File: src/ces_params.svh
/*
  constants of the exception sequencer: register offsets, field positions,
  reset values, vector numbers and address-space decode.
  assumes a 32-bit byte address space and aligned 32-bit register words.
*/
`ifndef CES_PARAMS_SVH
`define CES_PARAMS_SVH

// register byte offsets
`define CES_OFF_CTRL 32'h0000_0000
`define CES_OFF_STATUS_WORD 32'h0000_0004
`define CES_OFF_VECTOR_BASE 32'h0000_0008
`define CES_OFF_STATE 32'h0000_000c
`define CES_OFF_PRIO_IRQ 32'h0000_0010
`define CES_OFF_PRIO_PERIPH 32'h0000_0014
`define CES_OFF_AERR_ADDR 32'h0000_0018

// field positions
`define CES_CTRL_SINGLE_CHIP 0
`define CES_SR_MASK_LSB 4
`define CES_SR_MASK_MSB 7

// reset values
`define CES_SR_RESET 32'h0000_00f0
`define CES_VBR_RESET 32'h0000_0000
`define CES_MASK_ALL 4'hf

// vector numbers
`define CES_VEC_RESET_PC 8'h00
`define CES_VEC_RESET_SP 8'h01
`define CES_VEC_CPU_AERR 8'h09
`define CES_VEC_NMI 8'h0b
`define CES_VEC_BREAK 8'h0c
`define CES_VEC_DEBUG 8'h0e
`define CES_VEC_IRQ0 8'h40
`define CES_VEC_PERIPH0 8'h48

// fixed priority levels
`define CES_LVL_NMI 5'h10
`define CES_LVL_FIXED15 5'h0f

// address-space decode
`define CES_PERIPH_TOP 16'hffff
`define CES_PERIPH8_TOP 4'h8
`define CES_INTERNAL_ROM_TOP 4'h0
`define CES_INTERNAL_RAM_TOP 8'hff

// access sizes
`define CES_SIZE_BYTE 2'h0
`define CES_SIZE_WORD 2'h1
`define CES_SIZE_LONG 2'h2

// axi responses
`define CES_RESP_OKAY 2'h0
`define CES_RESP_SLVERR 2'h2

`endif

File: src/ces_pkg.sv
/*
  types of the exception sequencer: sequencer states and the state record.
  assumes ces_params.svh is on the include path.
*/
package ces_pkg;

  // sequencer states, one-hot
  typedef enum logic [8:0] {
    S_IDLE = 9'h001,
    S_MR_WAIT = 9'h002,
    S_HOLD = 9'h004,
    S_RST_PC = 9'h008,
    S_RST_SP = 9'h010,
    S_PUSH_SR = 9'h020,
    S_PUSH_PC = 9'h040,
    S_FETCH_VEC = 9'h080,
    S_JUMP = 9'h100
  } ces_state_t;

  // all state of the sequencer
  typedef struct packed {
    ces_state_t state;
    logic [31:0] sr;
    logic [31:0] vector_base;
    logic [31:0] sp;
    logic [31:0] ret_pc;
    logic [31:0] pc;
    logic pc_load;
    logic [7:0] vec;
    logic [3:0] new_mask;
    logic single_chip;
    logic [31:0] prio_irq;
    logic [31:0] prio_per;
    logic aerr_pend;
    logic [31:0] aerr_addr;
    logic nmi_pend;
    logic nmi_prev;
    logic mem_req;
    logic mem_we;
    logic [31:0] mem_addr;
    logic [31:0] mem_wdata;
    logic aw_got;
    logic w_got;
    logic [31:0] awaddr;
    logic [31:0] wdata;
    logic [3:0] wstrb;
    logic bvalid;
    logic [1:0] bresp;
    logic rvalid;
    logic [31:0] rdata;
    logic [1:0] rresp;
  } ces_st_t;

endpackage
File: src/ces_cpu_exception_sequencer.sv
/*
  exception entry sequencer: manual reset entry, address error detection,
  interrupt arbitration and the stack/vector sequence, with an axi4-lite
  register slave.
  assumes the cpu core supplies instruction boundaries and the return pc,
  and a memory port that answers each request with a one-cycle ack.
*/
`include "ces_params.svh"

// Behaviour
// - power-on pin high and manual pin low puts the cpu in manual reset
// - manual reset initialises cpu state only, peripheral registers kept
// - an open bus cycle completes before manual reset handling starts
// - manual pin release starts the same sequence as power-on reset
// - reset loads pc then sp from table, clears vector base, sets mask
// - vector fetch address is vector base plus four times vector number
// - instruction fetch from odd address raises address error
// - instruction fetch from peripheral space raises address error
// - single chip mode: any external space access raises address error
// - word data access at odd address raises address error
// - longword data access off four-byte boundary raises address error
// - peripheral space: longword to 8-bit region errors, others normal
// - address error handled after bus cycle and current instruction end
// - push status word then return pc of the following instruction
// - fetch address error vector and jump with no delay slot
// - eight irq pins, nmi, break, debug and peripheral sources accepted
// - each source owns a distinct vector number
// - levels 0 to 16, nmi fixed at 16 and always accepted
// - break controller and debug interface fixed at level 15
// - irq and peripheral levels programmable 0 to 15 only
// - highest pending priority wins arbitration
// - maskable interrupt accepted only when level exceeds mask field
// - push status word and pc, load level into mask, then vector
// - nmi writes fifteen into the mask field
module ces_cpu_exception_sequencer
  import ces_pkg::*;
#(
  parameter int NUM_IRQ = 8,
  parameter int NUM_PERIPH = 8
) (
  // clock and reset
  input wire logic I_CLK,
  input wire logic I_RESET,
  // axi4-lite write address and data
  input wire logic [31:0] I_AWADDR,
  input wire logic I_AWVALID,
  output logic O_AWREADY,
  input wire logic [31:0] I_WDATA,
  input wire logic [3:0] I_WSTRB,
  input wire logic I_WVALID,
  output logic O_WREADY,
  // axi4-lite write response
  output logic [1:0] O_BRESP,
  output logic O_BVALID,
  input wire logic I_BREADY,
  // axi4-lite read
  input wire logic [31:0] I_ARADDR,
  input wire logic I_ARVALID,
  output logic O_ARREADY,
  output logic [31:0] O_RDATA,
  output logic [1:0] O_RRESP,
  output logic O_RVALID,
  input wire logic I_RREADY,
  // reset pins
  input wire logic I_POWER_ON_RESET_PIN_N,
  input wire logic I_MANUAL_RESET_PIN_N,
  // interrupt requests
  input wire logic I_NMI,
  input wire logic [NUM_IRQ-1:0] I_IRQ,
  input wire logic I_BREAK_CONTROLLER_REQ,
  input wire logic I_DEBUG_INTERFACE_REQUEST,
  input wire logic [NUM_PERIPH-1:0] I_PERIPH_REQ,
  // cpu core and bus monitor
  input wire logic I_BUS_BUSY,
  input wire logic I_INSN_DONE,
  input wire logic [31:0] I_NEXT_PC,
  input wire logic I_ACC_VALID,
  input wire logic I_ACC_FETCH,
  input wire logic [1:0] I_ACC_SIZE,
  input wire logic [31:0] I_ACC_ADDR,
  // stack and vector table memory port
  output logic O_MEM_REQ,
  output logic O_MEM_WE,
  output logic [31:0] O_MEM_ADDR,
  output logic [31:0] O_MEM_WDATA,
  input wire logic I_MEM_ACK,
  input wire logic [31:0] I_MEM_RDATA,
  // cpu control
  output logic O_CPU_INIT,
  output logic O_PC_LOAD,
  output logic [31:0] O_PC,
  output logic [31:0] O_SP,
  output logic [3:0] O_MASK,
  output logic [7:0] O_VECTOR,
  output logic O_BUSY
);

  ces_st_t st_reg;
  ces_st_t st_next;
  logic [4:0] best_lvl;
  logic [7:0] best_vec;
  logic best_found;
  logic best_is_nmi;
  logic int_accept;
  logic acc_periph;
  logic acc_external;
  logic aerr_now;
  logic [3:0] cur_mask;
  logic [4:0] src_lvl;

  assign cur_mask = st_reg.sr[`CES_SR_MASK_MSB:`CES_SR_MASK_LSB];

  ////////////////////////////////////////////////////////////////////////////
  // address error detection

  // space decode of the current access
  assign acc_periph = (I_ACC_ADDR[31:16] == `CES_PERIPH_TOP);
  assign acc_external = (I_ACC_ADDR[31:28] != `CES_INTERNAL_ROM_TOP) &&
                        (I_ACC_ADDR[31:24] != `CES_INTERNAL_RAM_TOP);

  // misaligned or illegal-space access
  always_comb begin
    aerr_now = 1'b0;
    if (I_ACC_VALID) begin
      if (I_ACC_FETCH) begin
        if (I_ACC_ADDR[0]) aerr_now = 1'b1;
        if (acc_periph) aerr_now = 1'b1;
      end else begin
        if ((I_ACC_SIZE == `CES_SIZE_WORD) && I_ACC_ADDR[0]) aerr_now = 1'b1;
        if ((I_ACC_SIZE == `CES_SIZE_LONG) && (I_ACC_ADDR[1:0] != 2'h0)) aerr_now = 1'b1;
        // 8-bit regions sit below the 16-bit ones in peripheral space
        if (acc_periph && (I_ACC_SIZE == `CES_SIZE_LONG) &&
            (I_ACC_ADDR[15:12] < `CES_PERIPH8_TOP)) aerr_now = 1'b1;
      end
      if (st_reg.single_chip && acc_external) aerr_now = 1'b1;
    end
  end

  ////////////////////////////////////////////////////////////////////////////
  // interrupt arbitration

  // strict greater-than keeps the earlier source on a tie
  always_comb begin
    best_lvl = 5'h0;
    best_vec = 8'h0;
    best_found = 1'b0;
    best_is_nmi = 1'b0;
    src_lvl = 5'h0;
    if (st_reg.nmi_pend) begin
      best_lvl = `CES_LVL_NMI;
      best_vec = `CES_VEC_NMI;
      best_found = 1'b1;
      best_is_nmi = 1'b1;
    end
    if (I_BREAK_CONTROLLER_REQ && (!best_found || `CES_LVL_FIXED15 > best_lvl)) begin
      best_lvl = `CES_LVL_FIXED15;
      best_vec = `CES_VEC_BREAK;
      best_found = 1'b1;
    end
    if (I_DEBUG_INTERFACE_REQUEST && (!best_found || `CES_LVL_FIXED15 > best_lvl)) begin
      best_lvl = `CES_LVL_FIXED15;
      best_vec = `CES_VEC_DEBUG;
      best_found = 1'b1;
    end
    for (int i = 0; i < NUM_IRQ; i++) begin
      src_lvl = {1'b0, st_reg.prio_irq[4*i +: 4]};
      if (I_IRQ[i] && (!best_found || src_lvl > best_lvl)) begin
        best_lvl = src_lvl;
        best_vec = `CES_VEC_IRQ0 + 8'(i);
        best_found = 1'b1;
        best_is_nmi = 1'b0;
      end
    end
    for (int i = 0; i < NUM_PERIPH; i++) begin
      src_lvl = {1'b0, st_reg.prio_per[4*i +: 4]};
      if (I_PERIPH_REQ[i] && (!best_found || src_lvl > best_lvl)) begin
        best_lvl = src_lvl;
        best_vec = `CES_VEC_PERIPH0 + 8'(i);
        best_found = 1'b1;
        best_is_nmi = 1'b0;
      end
    end
  end

  // nmi always taken, others only above the mask
  assign int_accept = best_found && (best_is_nmi || (best_lvl > {1'b0, cur_mask}));

  ////////////////////////////////////////////////////////////////////////////
  // next-state logic

  always_comb begin
    st_next = st_reg;
    st_next.pc_load = 1'b0;
    // nmi edge latch, set beats the acceptance clear
    st_next.nmi_prev = I_NMI;
    // address error latch, set beats clear
    if (aerr_now && !st_reg.aerr_pend) st_next.aerr_addr = I_ACC_ADDR;

    unique case (st_reg.state)
      S_IDLE: begin
        if (I_INSN_DONE && st_reg.aerr_pend) begin
          // error handled at instruction boundary
          st_next.aerr_pend = 1'b0;
          st_next.vec = `CES_VEC_CPU_AERR;
          st_next.new_mask = cur_mask;
          st_next.ret_pc = I_NEXT_PC;
          st_next.state = S_PUSH_SR;
        end else if (I_INSN_DONE && int_accept) begin
          st_next.vec = best_vec;
          st_next.new_mask = best_is_nmi ? `CES_MASK_ALL : best_lvl[3:0];
          if (best_is_nmi) st_next.nmi_pend = 1'b0;
          st_next.ret_pc = I_NEXT_PC;
          st_next.state = S_PUSH_SR;
        end
      end
      S_MR_WAIT: begin
        // manual reset never aborts an open bus cycle
        if (!I_BUS_BUSY) st_next.state = S_HOLD;
      end
      S_HOLD: begin
        // cpu state re-initialised, peripheral registers untouched
        st_next.aerr_pend = 1'b0;
        st_next.nmi_pend = 1'b0;
        if (I_POWER_ON_RESET_PIN_N && I_MANUAL_RESET_PIN_N) begin
          st_next.state = S_RST_PC;
          st_next.mem_req = 1'b1;
          st_next.mem_we = 1'b0;
          st_next.mem_addr = {22'h0, `CES_VEC_RESET_PC, 2'h0};
        end
      end
      S_RST_PC: begin
        if (I_MEM_ACK) begin
          st_next.pc = I_MEM_RDATA;
          st_next.mem_addr = {22'h0, `CES_VEC_RESET_SP, 2'h0};
          st_next.state = S_RST_SP;
        end
      end
      S_RST_SP: begin
        if (I_MEM_ACK) begin
          st_next.sp = I_MEM_RDATA;
          st_next.vector_base = `CES_VBR_RESET;
          st_next.sr[`CES_SR_MASK_MSB:`CES_SR_MASK_LSB] = `CES_MASK_ALL;
          st_next.mem_req = 1'b0;
          st_next.pc_load = 1'b1;
          st_next.state = S_IDLE;
        end
      end
      S_PUSH_SR: begin
        // first push: status word
        if (!st_reg.mem_req) begin
          st_next.mem_req = 1'b1;
          st_next.mem_we = 1'b1;
          st_next.mem_addr = st_reg.sp - 32'h4;
          st_next.mem_wdata = st_reg.sr;
          st_next.sp = st_reg.sp - 32'h4;
        end else if (I_MEM_ACK) begin
          st_next.mem_addr = st_reg.sp - 32'h4;
          st_next.mem_wdata = st_reg.ret_pc;
          st_next.sp = st_reg.sp - 32'h4;
          st_next.state = S_PUSH_PC;
        end
      end
      S_PUSH_PC: begin
        if (I_MEM_ACK) begin
          // mask updated before the handler is entered
          st_next.sr[`CES_SR_MASK_MSB:`CES_SR_MASK_LSB] = st_reg.new_mask;
          st_next.mem_we = 1'b0;
          st_next.mem_addr = st_reg.vector_base + {22'h0, st_reg.vec, 2'h0};
          st_next.state = S_FETCH_VEC;
        end
      end
      S_FETCH_VEC: begin
        if (I_MEM_ACK) begin
          st_next.pc = I_MEM_RDATA;
          st_next.mem_req = 1'b0;
          st_next.state = S_JUMP;
        end
      end
      S_JUMP: begin
        // direct jump, no delay slot
        st_next.pc_load = 1'b1;
        st_next.state = S_IDLE;
      end
      default: st_next.state = S_IDLE;
    endcase

    // latches whose set wins over the clear above
    if (aerr_now) st_next.aerr_pend = 1'b1;
    if (I_NMI && !st_reg.nmi_prev) st_next.nmi_pend = 1'b1;

    // power-on pin overrides everything; manual pin waits out an open bus cycle
    if (!I_POWER_ON_RESET_PIN_N) begin
      st_next.state = S_HOLD;
      st_next.mem_req = 1'b0;
    end else if (!I_MANUAL_RESET_PIN_N &&
                 (st_reg.state != S_HOLD) && (st_reg.state != S_MR_WAIT)) begin
      st_next.state = I_BUS_BUSY ? S_MR_WAIT : S_HOLD;
      st_next.mem_req = 1'b0;
    end

    //////////////////////////////////////////////////////////////////////////
    // axi4-lite slave

    if (I_AWVALID && O_AWREADY) begin
      st_next.aw_got = 1'b1;
      st_next.awaddr = I_AWADDR;
    end
    if (I_WVALID && O_WREADY) begin
      st_next.w_got = 1'b1;
      st_next.wdata = I_WDATA;
      st_next.wstrb = I_WSTRB;
    end
    // register write once both halves are held
    if (st_reg.aw_got && st_reg.w_got) begin
      st_next.aw_got = 1'b0;
      st_next.w_got = 1'b0;
      st_next.bvalid = 1'b1;
      st_next.bresp = `CES_RESP_OKAY;
      for (int b = 0; b < 4; b++) begin
        if (st_reg.wstrb[b]) begin
          unique case ({st_reg.awaddr[31:2], 2'h0})
            `CES_OFF_CTRL: if (b == 0) st_next.single_chip = st_reg.wdata[`CES_CTRL_SINGLE_CHIP];
            `CES_OFF_STATUS_WORD: st_next.sr[8*b +: 8] = st_reg.wdata[8*b +: 8];
            `CES_OFF_VECTOR_BASE: st_next.vector_base[8*b +: 8] = st_reg.wdata[8*b +: 8];
            `CES_OFF_PRIO_IRQ: st_next.prio_irq[8*b +: 8] = st_reg.wdata[8*b +: 8];
            `CES_OFF_PRIO_PERIPH: st_next.prio_per[8*b +: 8] = st_reg.wdata[8*b +: 8];
            default: ;
          endcase
        end
      end
      unique case ({st_reg.awaddr[31:2], 2'h0})
        `CES_OFF_CTRL, `CES_OFF_STATUS_WORD, `CES_OFF_VECTOR_BASE,
        `CES_OFF_STATE, `CES_OFF_PRIO_IRQ, `CES_OFF_PRIO_PERIPH, `CES_OFF_AERR_ADDR: ;
        default: st_next.bresp = `CES_RESP_SLVERR;
      endcase
    end
    if (st_reg.bvalid && I_BREADY) st_next.bvalid = 1'b0;
    if (st_reg.rvalid && I_RREADY) st_next.rvalid = 1'b0;
    // read answer one cycle after the address is taken
    if (I_ARVALID && O_ARREADY) begin
      st_next.rvalid = 1'b1;
      st_next.rresp = `CES_RESP_OKAY;
      unique case ({I_ARADDR[31:2], 2'h0})
        `CES_OFF_CTRL: st_next.rdata = {31'h0, st_reg.single_chip};
        `CES_OFF_STATUS_WORD: st_next.rdata = st_reg.sr;
        `CES_OFF_VECTOR_BASE: st_next.rdata = st_reg.vector_base;
        `CES_OFF_STATE: st_next.rdata = {st_reg.vec, 13'h0, st_reg.aerr_pend, st_reg.nmi_pend, st_reg.state};
        `CES_OFF_PRIO_IRQ: st_next.rdata = st_reg.prio_irq;
        `CES_OFF_PRIO_PERIPH: st_next.rdata = st_reg.prio_per;
        `CES_OFF_AERR_ADDR: st_next.rdata = st_reg.aerr_addr;
        default: begin
          st_next.rdata = 32'h0;
          st_next.rresp = `CES_RESP_SLVERR;
        end
      endcase
    end
  end

  ////////////////////////////////////////////////////////////////////////////
  // state register

  always_ff @(posedge I_CLK) begin
    if (I_RESET) begin
      st_reg <= '0;
      st_reg.state <= S_IDLE;
      st_reg.sr <= `CES_SR_RESET;
      st_reg.vector_base <= `CES_VBR_RESET;
    end else begin
      st_reg <= st_next;
    end
  end

  // outputs
  assign O_AWREADY = !st_reg.aw_got && !st_reg.bvalid;
  assign O_WREADY = !st_reg.w_got && !st_reg.bvalid;
  assign O_BVALID = st_reg.bvalid;
  assign O_BRESP = st_reg.bresp;
  assign O_ARREADY = !st_reg.rvalid;
  assign O_RVALID = st_reg.rvalid;
  assign O_RDATA = st_reg.rdata;
  assign O_RRESP = st_reg.rresp;
  assign O_MEM_REQ = st_reg.mem_req;
  assign O_MEM_WE = st_reg.mem_we;
  assign O_MEM_ADDR = st_reg.mem_addr;
  assign O_MEM_WDATA = st_reg.mem_wdata;
  assign O_CPU_INIT = (st_reg.state == S_HOLD);
  assign O_PC_LOAD = st_reg.pc_load;
  assign O_PC = st_reg.pc;
  assign O_SP = st_reg.sp;
  assign O_MASK = cur_mask;
  assign O_VECTOR = st_reg.vec;
  assign O_BUSY = (st_reg.state != S_IDLE);

  ////////////////////////////////////////////////////////////////////////////
  // assertions

  a_manual_reset_pin_n_enter: assert property (@(posedge I_CLK) disable iff (I_RESET)
    I_POWER_ON_RESET_PIN_N && !I_MANUAL_RESET_PIN_N && !I_BUS_BUSY && st_reg.state == S_IDLE
    |=> st_reg.state == S_HOLD && O_CPU_INIT)
    else $error("manual reset not entered");

  a_bus_not_aborted: assert property (@(posedge I_CLK) disable iff (I_RESET)
    I_POWER_ON_RESET_PIN_N && st_reg.state == S_MR_WAIT && I_BUS_BUSY
    |=> st_reg.state == S_MR_WAIT && !O_CPU_INIT)
    else $error("bus cycle aborted by manual reset");

  a_manual_reset_pin_n_release: assert property (@(posedge I_CLK) disable iff (I_RESET)
    st_reg.state == S_HOLD && I_POWER_ON_RESET_PIN_N && I_MANUAL_RESET_PIN_N
    |=> st_reg.state == S_RST_PC && O_MEM_REQ && O_MEM_ADDR == 32'h0)
    else $error("reset sequence not started on release");

  a_reset_load: assert property (@(posedge I_CLK) disable iff (I_RESET)
    st_reg.state == S_RST_SP && I_MEM_ACK && I_POWER_ON_RESET_PIN_N && I_MANUAL_RESET_PIN_N
    |=> O_PC_LOAD && st_reg.vector_base == 32'h0 && O_MASK == 4'hf && O_SP == $past(I_MEM_RDATA))
    else $error("reset sequence state wrong");

  a_vector_addr: assert property (@(posedge I_CLK) disable iff (I_RESET)
    st_reg.state == S_FETCH_VEC |-> O_MEM_ADDR == st_reg.vector_base + {22'h0, st_reg.vec, 2'h0})
    else $error("vector address wrong");

  a_odd_fetch: assert property (@(posedge I_CLK) disable iff (I_RESET)
    I_ACC_VALID && I_ACC_FETCH && I_ACC_ADDR[0] |=> st_reg.aerr_pend)
    else $error("odd fetch not flagged");

  a_long_align: assert property (@(posedge I_CLK) disable iff (I_RESET)
    I_ACC_VALID && !I_ACC_FETCH && I_ACC_SIZE == 2'h2 && I_ACC_ADDR[1:0] != 2'h0 |=> st_reg.aerr_pend)
    else $error("misaligned longword not flagged");

  a_aerr_waits: assert property (@(posedge I_CLK) disable iff (I_RESET)
    st_reg.state == S_IDLE && !I_INSN_DONE && I_POWER_ON_RESET_PIN_N && I_MANUAL_RESET_PIN_N
    |=> st_reg.state == S_IDLE)
    else $error("exception entered mid instruction");

  a_push_order: assert property (@(posedge I_CLK) disable iff (I_RESET)
    st_reg.state == S_PUSH_SR && O_MEM_REQ && I_MEM_ACK && I_MANUAL_RESET_PIN_N && I_POWER_ON_RESET_PIN_N
    |-> O_MEM_WDATA == st_reg.sr ##1 O_MEM_WDATA == st_reg.ret_pc && O_MEM_ADDR == O_SP)
    else $error("stack push order wrong");

  a_mask_level: assert property (@(posedge I_CLK) disable iff (I_RESET)
    st_reg.state == S_IDLE && I_INSN_DONE && !st_reg.aerr_pend && !st_reg.nmi_pend &&
    I_POWER_ON_RESET_PIN_N && I_MANUAL_RESET_PIN_N
    |=> st_reg.state == S_IDLE || st_reg.new_mask > $past(O_MASK))
    else $error("interrupt taken at or below mask");

  a_nmi_mask: assert property (@(posedge I_CLK) disable iff (I_RESET)
    st_reg.state == S_PUSH_PC && I_MEM_ACK && st_reg.vec == 8'h0b && I_MANUAL_RESET_PIN_N && I_POWER_ON_RESET_PIN_N
    |=> O_MASK == 4'hf)
    else $error("nmi mask not fifteen");

endmodule

File: config.mk
export PLATFORM = sky130hd
export DESIGN_NAME = ces_cpu_exception_sequencer
export DESIGN_NICKNAME = d
export VERILOG_FILES = /design/src/ces_pkg.sv /design/src/ces_cpu_exception_sequencer.sv
export VERILOG_INCLUDE_DIRS = /design/src
export SDC_FILE = /design/constraint.sdc
export NUM_CORES = 1
export LEC_CHECK = 0
export BUFFER_PORTS_ARGS = -buffer_cell sky130_fd_sc_hd__buf_2
export CORE_MARGIN = 1
export CORE_UTILIZATION = 40
export DETAILED_ROUTE_END_ITERATION = 12
export SLEW_MARGIN = 5
export SYNTH_ARGS = -nofsm -noshare
export SYNTH_HDL_FRONTEND = slang
export SYNTH_SLANG_ARGS = --single-unit
File: constraint.sdc
create_clock -name I_CLK -period 35.6 [get_ports I_CLK]
set_input_delay 3.56 -clock I_CLK [delete_from_list [all_inputs] [get_ports I_CLK]]
set_output_delay 3.56 -clock I_CLK [all_outputs]
set_load 0.02 [all_outputs]
# Word level (Yosys, flattened, before mapping)
# Cells that the tools add are included.
# classes
addsub	2
n_lt_le_gt_ge	20
n_eq_ne	58
muxes	144
n_bitwise	1
reduce_logical	128
# ops
operator	n
8-bit two-way mux	28
32-bit one-hot mux with 7 select lines	1
32-bit two-way mux	6
64-bit two-way mux	3
30-bit by 3-bit == test with 1-bit output (second input constant)	6
32-bit one-hot mux with 4 select lines	1
30-bit by 2-bit == test with 1-bit output (second input constant)	4
9-bit two-way mux	11
5-bit two-way mux	19
4-bit by 5-bit > comparator with 1-bit output	16
9-bit one-hot mux with 8 select lines	1
32-bit one-hot mux with 2 select lines	1
30-bit by 1-bit == test with 1-bit output (second input constant)	2
30-bit logical NOT	2
1-bit two-way mux	53
3-bit AND reduction	15
1-bit logical AND	40
40-bit two-way mux	1
3-bit != test (second input constant)	12
35-bit two-way mux	1
34-bit two-way mux	1
33-bit two-way mux	1
32-bit by 10-bit adder with 32-bit output	1
4-bit != test (second input constant)	8
45 further kinds	119
# word_totals
reg_bits	456
input_bits	231
output_inout_bits	186
word_cells	394

# Depth between registers and ports, before layout
# logic_depth
depth_word	82
ltp_mapped	147

# Worst setup path after synthesis
# OpenSTA, ideal clock, no wires.
# synth_timing
path_kind	input to register
from	input port I_BREAK_CONTROLLER_REQ
to	register st_reg[274] in the netlist's numbering
arrival_time_ns	27.435
required_time_ns	35.542
setup_slack_ns	8.107
stages	135
path_cell_list	nor2_1 nor2_1 ha_1 nor2_1 a311oi_1 a21o_1 inv_1 ha_1 nor2b_1 o31ai_1 o21ai_1 mux2_2 inv_1 ha_1 a41o_1 a21oi_1 o21ai_0 nand2_1 (+99 left out) nand2b_1 a21oi_1 o32ai_1 nand2_1 clkbuf_1 a21oi_1 ha_1 nor2b_1 o21a_1 o21a_1 o21ai_0 a211o_1 and2_1 nor2_1 clkbuf_1 nor2_1 a2111oi_0 o21a_1
# synth_via
elab_chain_len	76
# synth_lines
item	line_no	source
from (decl)	ces_cpu_exception_sequencer.sv:70	input wire logic I_BREAK_CONTROLLER_REQ,
1-bit logical AND *	ces_cpu_exception_sequencer.sv:155	if (I_BREAK_CONTROLLER_REQ && (!best_found || `CES_LVL_FIXED15 > best_lvl)) begin
5-bit two-way mux or 1-bit two-way mux (tied branches)	ces_cpu_exception_sequencer.sv:155	
4-bit by 5-bit > comparator with 1-bit output (no line) or 1-bit logical NOT (tied branches)	-	
1-bit logical OR	ces_cpu_exception_sequencer.sv:160	if (I_DEBUG_INTERFACE_REQUEST && (!best_found || `CES_LVL_FIXED15 > best_lvl)) begin
1-bit logical AND	ces_cpu_exception_sequencer.sv:160	
5-bit two-way mux or 1-bit two-way mux (tied branches)	ces_cpu_exception_sequencer.sv:160	
4-bit by 5-bit > comparator with 1-bit output or 1-bit logical NOT (tied branches)	ces_cpu_exception_sequencer.sv:167	if (I_IRQ[i] && (!best_found || src_lvl > best_lvl)) begin
1-bit logical OR	ces_cpu_exception_sequencer.sv:167	
(+60 left out)	-	
1-bit logical AND	ces_cpu_exception_sequencer.sv:176	if (I_PERIPH_REQ[i] && (!best_found || src_lvl > best_lvl)) begin
5-bit two-way mux	ces_cpu_exception_sequencer.sv:176	
5-bit by 4-bit > comparator with 1-bit output	ces_cpu_exception_sequencer.sv:186	assign int_accept = best_found && (best_is_nmi || (best_lvl > {1'b0, cur_mask}));
1-bit logical OR	ces_cpu_exception_sequencer.sv:186	
1-bit logical AND	ces_cpu_exception_sequencer.sv:186	
1-bit logical AND	ces_cpu_exception_sequencer.sv:208	end else if (I_INSN_DONE && int_accept) begin
2-bit nonzero test (no line)	-	
2-bit AND reduction (no line)	-	
to (signal assigned)	ces_cpu_exception_sequencer.sv:369	st_reg <= st_next;
to (decl)	ces_cpu_exception_sequencer.sv:98	ces_st_t st_reg;
# Mark *: on every way between the ends. The rest lies on a longest branch, timed or not. The select of a mux whose other input is x is not followed.
# A chain may end at the register's enable or synchronous reset.

# Worst setup path after layout
# layout_timing
from	input port I_BREAK_CONTROLLER_REQ
to	register st_reg[276] in the netlist's numbering
# Same word-level chain as after synthesis.

==> run_results.csv <==
group,metric,value,unit
clocking,cts.sinks,449,
power_and_ir_drop,ir_worst_vdd,0.0390,mV
route,wl,86300,µm
floorplanning,start_util,40.8,%
logic_synthesis,netlist_instances,2943,
sta,hold_slack,0.447,ns
clocking,cts.root.buffer_cell,"clkbuf_16",
setup_path,r2r-start,"st_reg[175]",
logic_synthesis,synth_edf_count,0,
logic_synthesis,synth_most_common_cell,"dfxtp_1",
setup_path,r2r_end,"st_reg[276]",
sta,final.setup.tns,0,ns
route,vias_per_cell,5.68,
clocking,htree_num_levels,2,
sta,slew_headroom,19.0,%
final_layout,largest_register_ffs,269,
setup_path,cp_slowest_cell,"a211oi_2",
placed_design,dpl.cell_count,3807,
route,drc_errors,0,
setup_path,startpoint,"I_BREAK_CONTROLLER_REQ",
logic_synthesis,synth_warnings,0,
clocking,cts.path.max_buffers,3,
route,drt-pass1-iter-count,10,
power_and_ir_drop,p_per_area,47.1,nW/µm²
floorplanning,die-area,60400,µm²
setup_path,path_class,"primary input to flop",
logic_synthesis,synthTopCellsByArea,"dfxtp_1 38%, mux2i_1 7.7%, nand2_1 6.4%, a21oi_1 6.3%, nor2_1 5.6%",
global_routing,overflow,0,
sta,hold_violations,0,
placed_design,dp_hpwl,66000,µm
final_layout,instances_no_fill,3902,
setup_path,cp-end-kind,"flop",
logic_synthesis,synthTopCellsByCount,"449 x dfxtp_1, 406 x nand2_1, 357 x nor2_1, 297 x a21oi_1, 182 x mux2i_1",
global_routing,grt_pass1_vias,20400,
route,vias,22200,
final_layout,fin_util,46.2,%
logic_synthesis,synth_area,23800,µm²
worst_hold_path,worstHoldEndpoint,"O_PC[9]",
clocking,clkTransAtPathRegs,0.06,ns
worst_hold_path,min_from,"O_PC[9]",
clocking,tritoncts,"done",
job,drv_cap,0,
sta,worst_slew_pin_slew,1.22,ns
floorplanning,io_pins,417,
sta,finalMaxSlewViolations,0,
route,drt_iter0_drc,2053,
clocking,cts_setup_buffers,0,
logic_synthesis,ys_seq_area_share,37.8,%
placed_design,numPortBuffers,407,
final_layout,drive_gt1_share,19.2,%
final_layout,area_delta_synth_final,13.1,%
floorplanning,die_h,246,µm
worst_hold_path,whs_path_depth,2,
logic_synthesis,ys.flop_type,"dfxtp_1",
sta,clock.fmax,30.5,MHz
worst_hold_path,hold_path_class,"flop to flop",
setup_path,start_kind,"primary input",
sta,finalSetupViolCount,0,
power_and_ir_drop,leakage,11.4,nW
floorplanning,std_cell_rows,88,
setup_path,rrSetupSlack,5.35,ns
global_routing,grt_use_total,27.6,%
route,wire_per_inst,22.1,µm
logic_synthesis,ys_types,85,
setup_path,cp_num_buf_inv,7,
sta,finalClockSkew,0.0197,ns
setup_path,cp_max_fo,38,
sta,period_share,92.2,%
global_routing,grt_max_degree,234,
clocking,cts_buffers,51,
setup_path,cp_data_required_time,36.12,ns
setup_path,critical-path-top-delay-family,"compound AO/OA/AOI/OAI gates",
logic_synthesis,synth.ff_latch_count,449,
floorplanning,die_x,246,µm
sta,fin_crit,32.82,ns
logic_synthesis,synth_area_per_cell,8.08,µm²
sta,rsz0062_at_grt,"false",
outcome,status,"finished clean",
logic_synthesis,yosys.area.top_type_share,37.8,%
setup_path,cpPeakStageDelay,0.83,ns
final_layout,nNetsFinal,3398,
placed_design,gp_congestion,0.968,
setup_path,cp.arrival,33.35,ns
logic_synthesis,yosys.area.top_type,"dfxtp_1",
global_routing,grt_pass1_wl,127000,µm
logic_synthesis,async_flop_share,0,%
setup_path,reg2reg_depth,128,
route,detail-route-antenna-nets,0,
clocking,clock_latency,0.62,ns
global_routing,antenna_found_initial,7,
floorplanning,core,58200,µm²
-- worst reg2reg max path, delay by kind of cell (launching register included) --
family / cells / cell delay, ns
multiplexers: 2 / 0.80
adder cells (fa/ha/maj): 17 / 4.96
flip-flops: 1 / 0.30
AND/OR/NAND/NOR: 32 / 5.79
AO/OA/AOI/OAI: 70 / 16.81
buffers and inverters: 7 / 1.46
-- per-layer routing --
layer  share of wire, %  vias up  track usage (%)  wire length, µm
li1                   -    10500                -                -
met4                2.7        4             8.49             2310
met2                 47      859             45.4            40400
met1                 43    10700             36.7            36900
met5              0.031        -                0               27
met3                7.8      127             4.69             6740
-- worst max-delay path by stage --
stage / to / slack (ns) / cells after the start
after floorplan: st_reg[274] / 8.11 / 135
after global placement: st_reg[276] / 2.83 / 128
after detailed placement: st_reg[274] / 2.43 / 128
after CTS: st_reg[276] / 2.92 / 129
after global routing: st_reg[274] / 0.29 / 129
final: st_reg[276] / 2.78 / 129
-- power breakdown --
group,internal (W),switching [W],leakage (nW)
Sequential,0.000515,0.0000144,3.63
Combinational,0.0000738,0.000118,6.87
Clock,0.000326,0.000221,0.866
Total,0.000915,0.000353,11.4
-- repair_timing --
item / in CTS / in global routing
resized for setup: 0 / 1
endpoints found under the setup margin: 0 / 2
hold buffers: 0 / 0
-- logic make-up (layout without fill, tap and decap cells) --
family / after synthesis / after routing / synth area share, %
DFF: 449 / 449 / 37.8
xor gates and xnor gates: 45 / 45 / 1.66
other: 1 / 8 / 0.0158
and+or+nand+nor: 1065 / 1065 / 20.0
muxes: 224 / 224 / 9.73
buffers and inverters: 415 / 602 / 9.36
AOI/OAI and AO/OA: 672 / 672 / 17.6
adders and majority gates: 72 / 72 / 3.82
-- stage by stage --
step                worst slack, ns  total power, W  area [µm²]
floorplan                      8.11        0.000663       23800
global placement               2.83        0.000724       25100
global route                  0.288         0.00132       26900
CTS                            2.92         0.00127       26900
detailed placement             2.43        0.000728       25100
finish                         2.78         0.00127       26900
-- cells in the final DEF, fill, tap and decap left out, types with 14 or more instances in the layout --
cell type  instances
a211oi_1          57
a21oi_1          295
a222oi_1          32
a22oi_1           37
and2_1            17
buf_2            406
buf_4             33
clkbuf_16         52
clkbuf_8          14
dfxtp_1          448
ha_1              71
inv_1             69
mux2_2            39
mux2i_1          182
nand2_1          405
nand2b_1          15
nand3_1           67
nand4_1           24
nor2_1           355
nor2b_1           23
nor3_1            53
nor4_1            26
o21a_1            14
o21ai_0           92
o22ai_1           24
xnor2_1           26
xor2_1            19
-- cell type report --
| cell class | count | area, µm² |
|---|---|---|
| antenna | 3 | 7.51 |
| clock buffer | 76 | 1530 |
| clock inverter | 16 | 216 |
| fill | 5821 | 31300 |
| inverter | 69 | 259 |
| multi-input combinational | 2083 | 12600 |
| sequential | 449 | 8990 |
| tap | 765 | 957 |
| timing repair buffer | 441 | 2310 |
(Power assumes the default switching activity.)
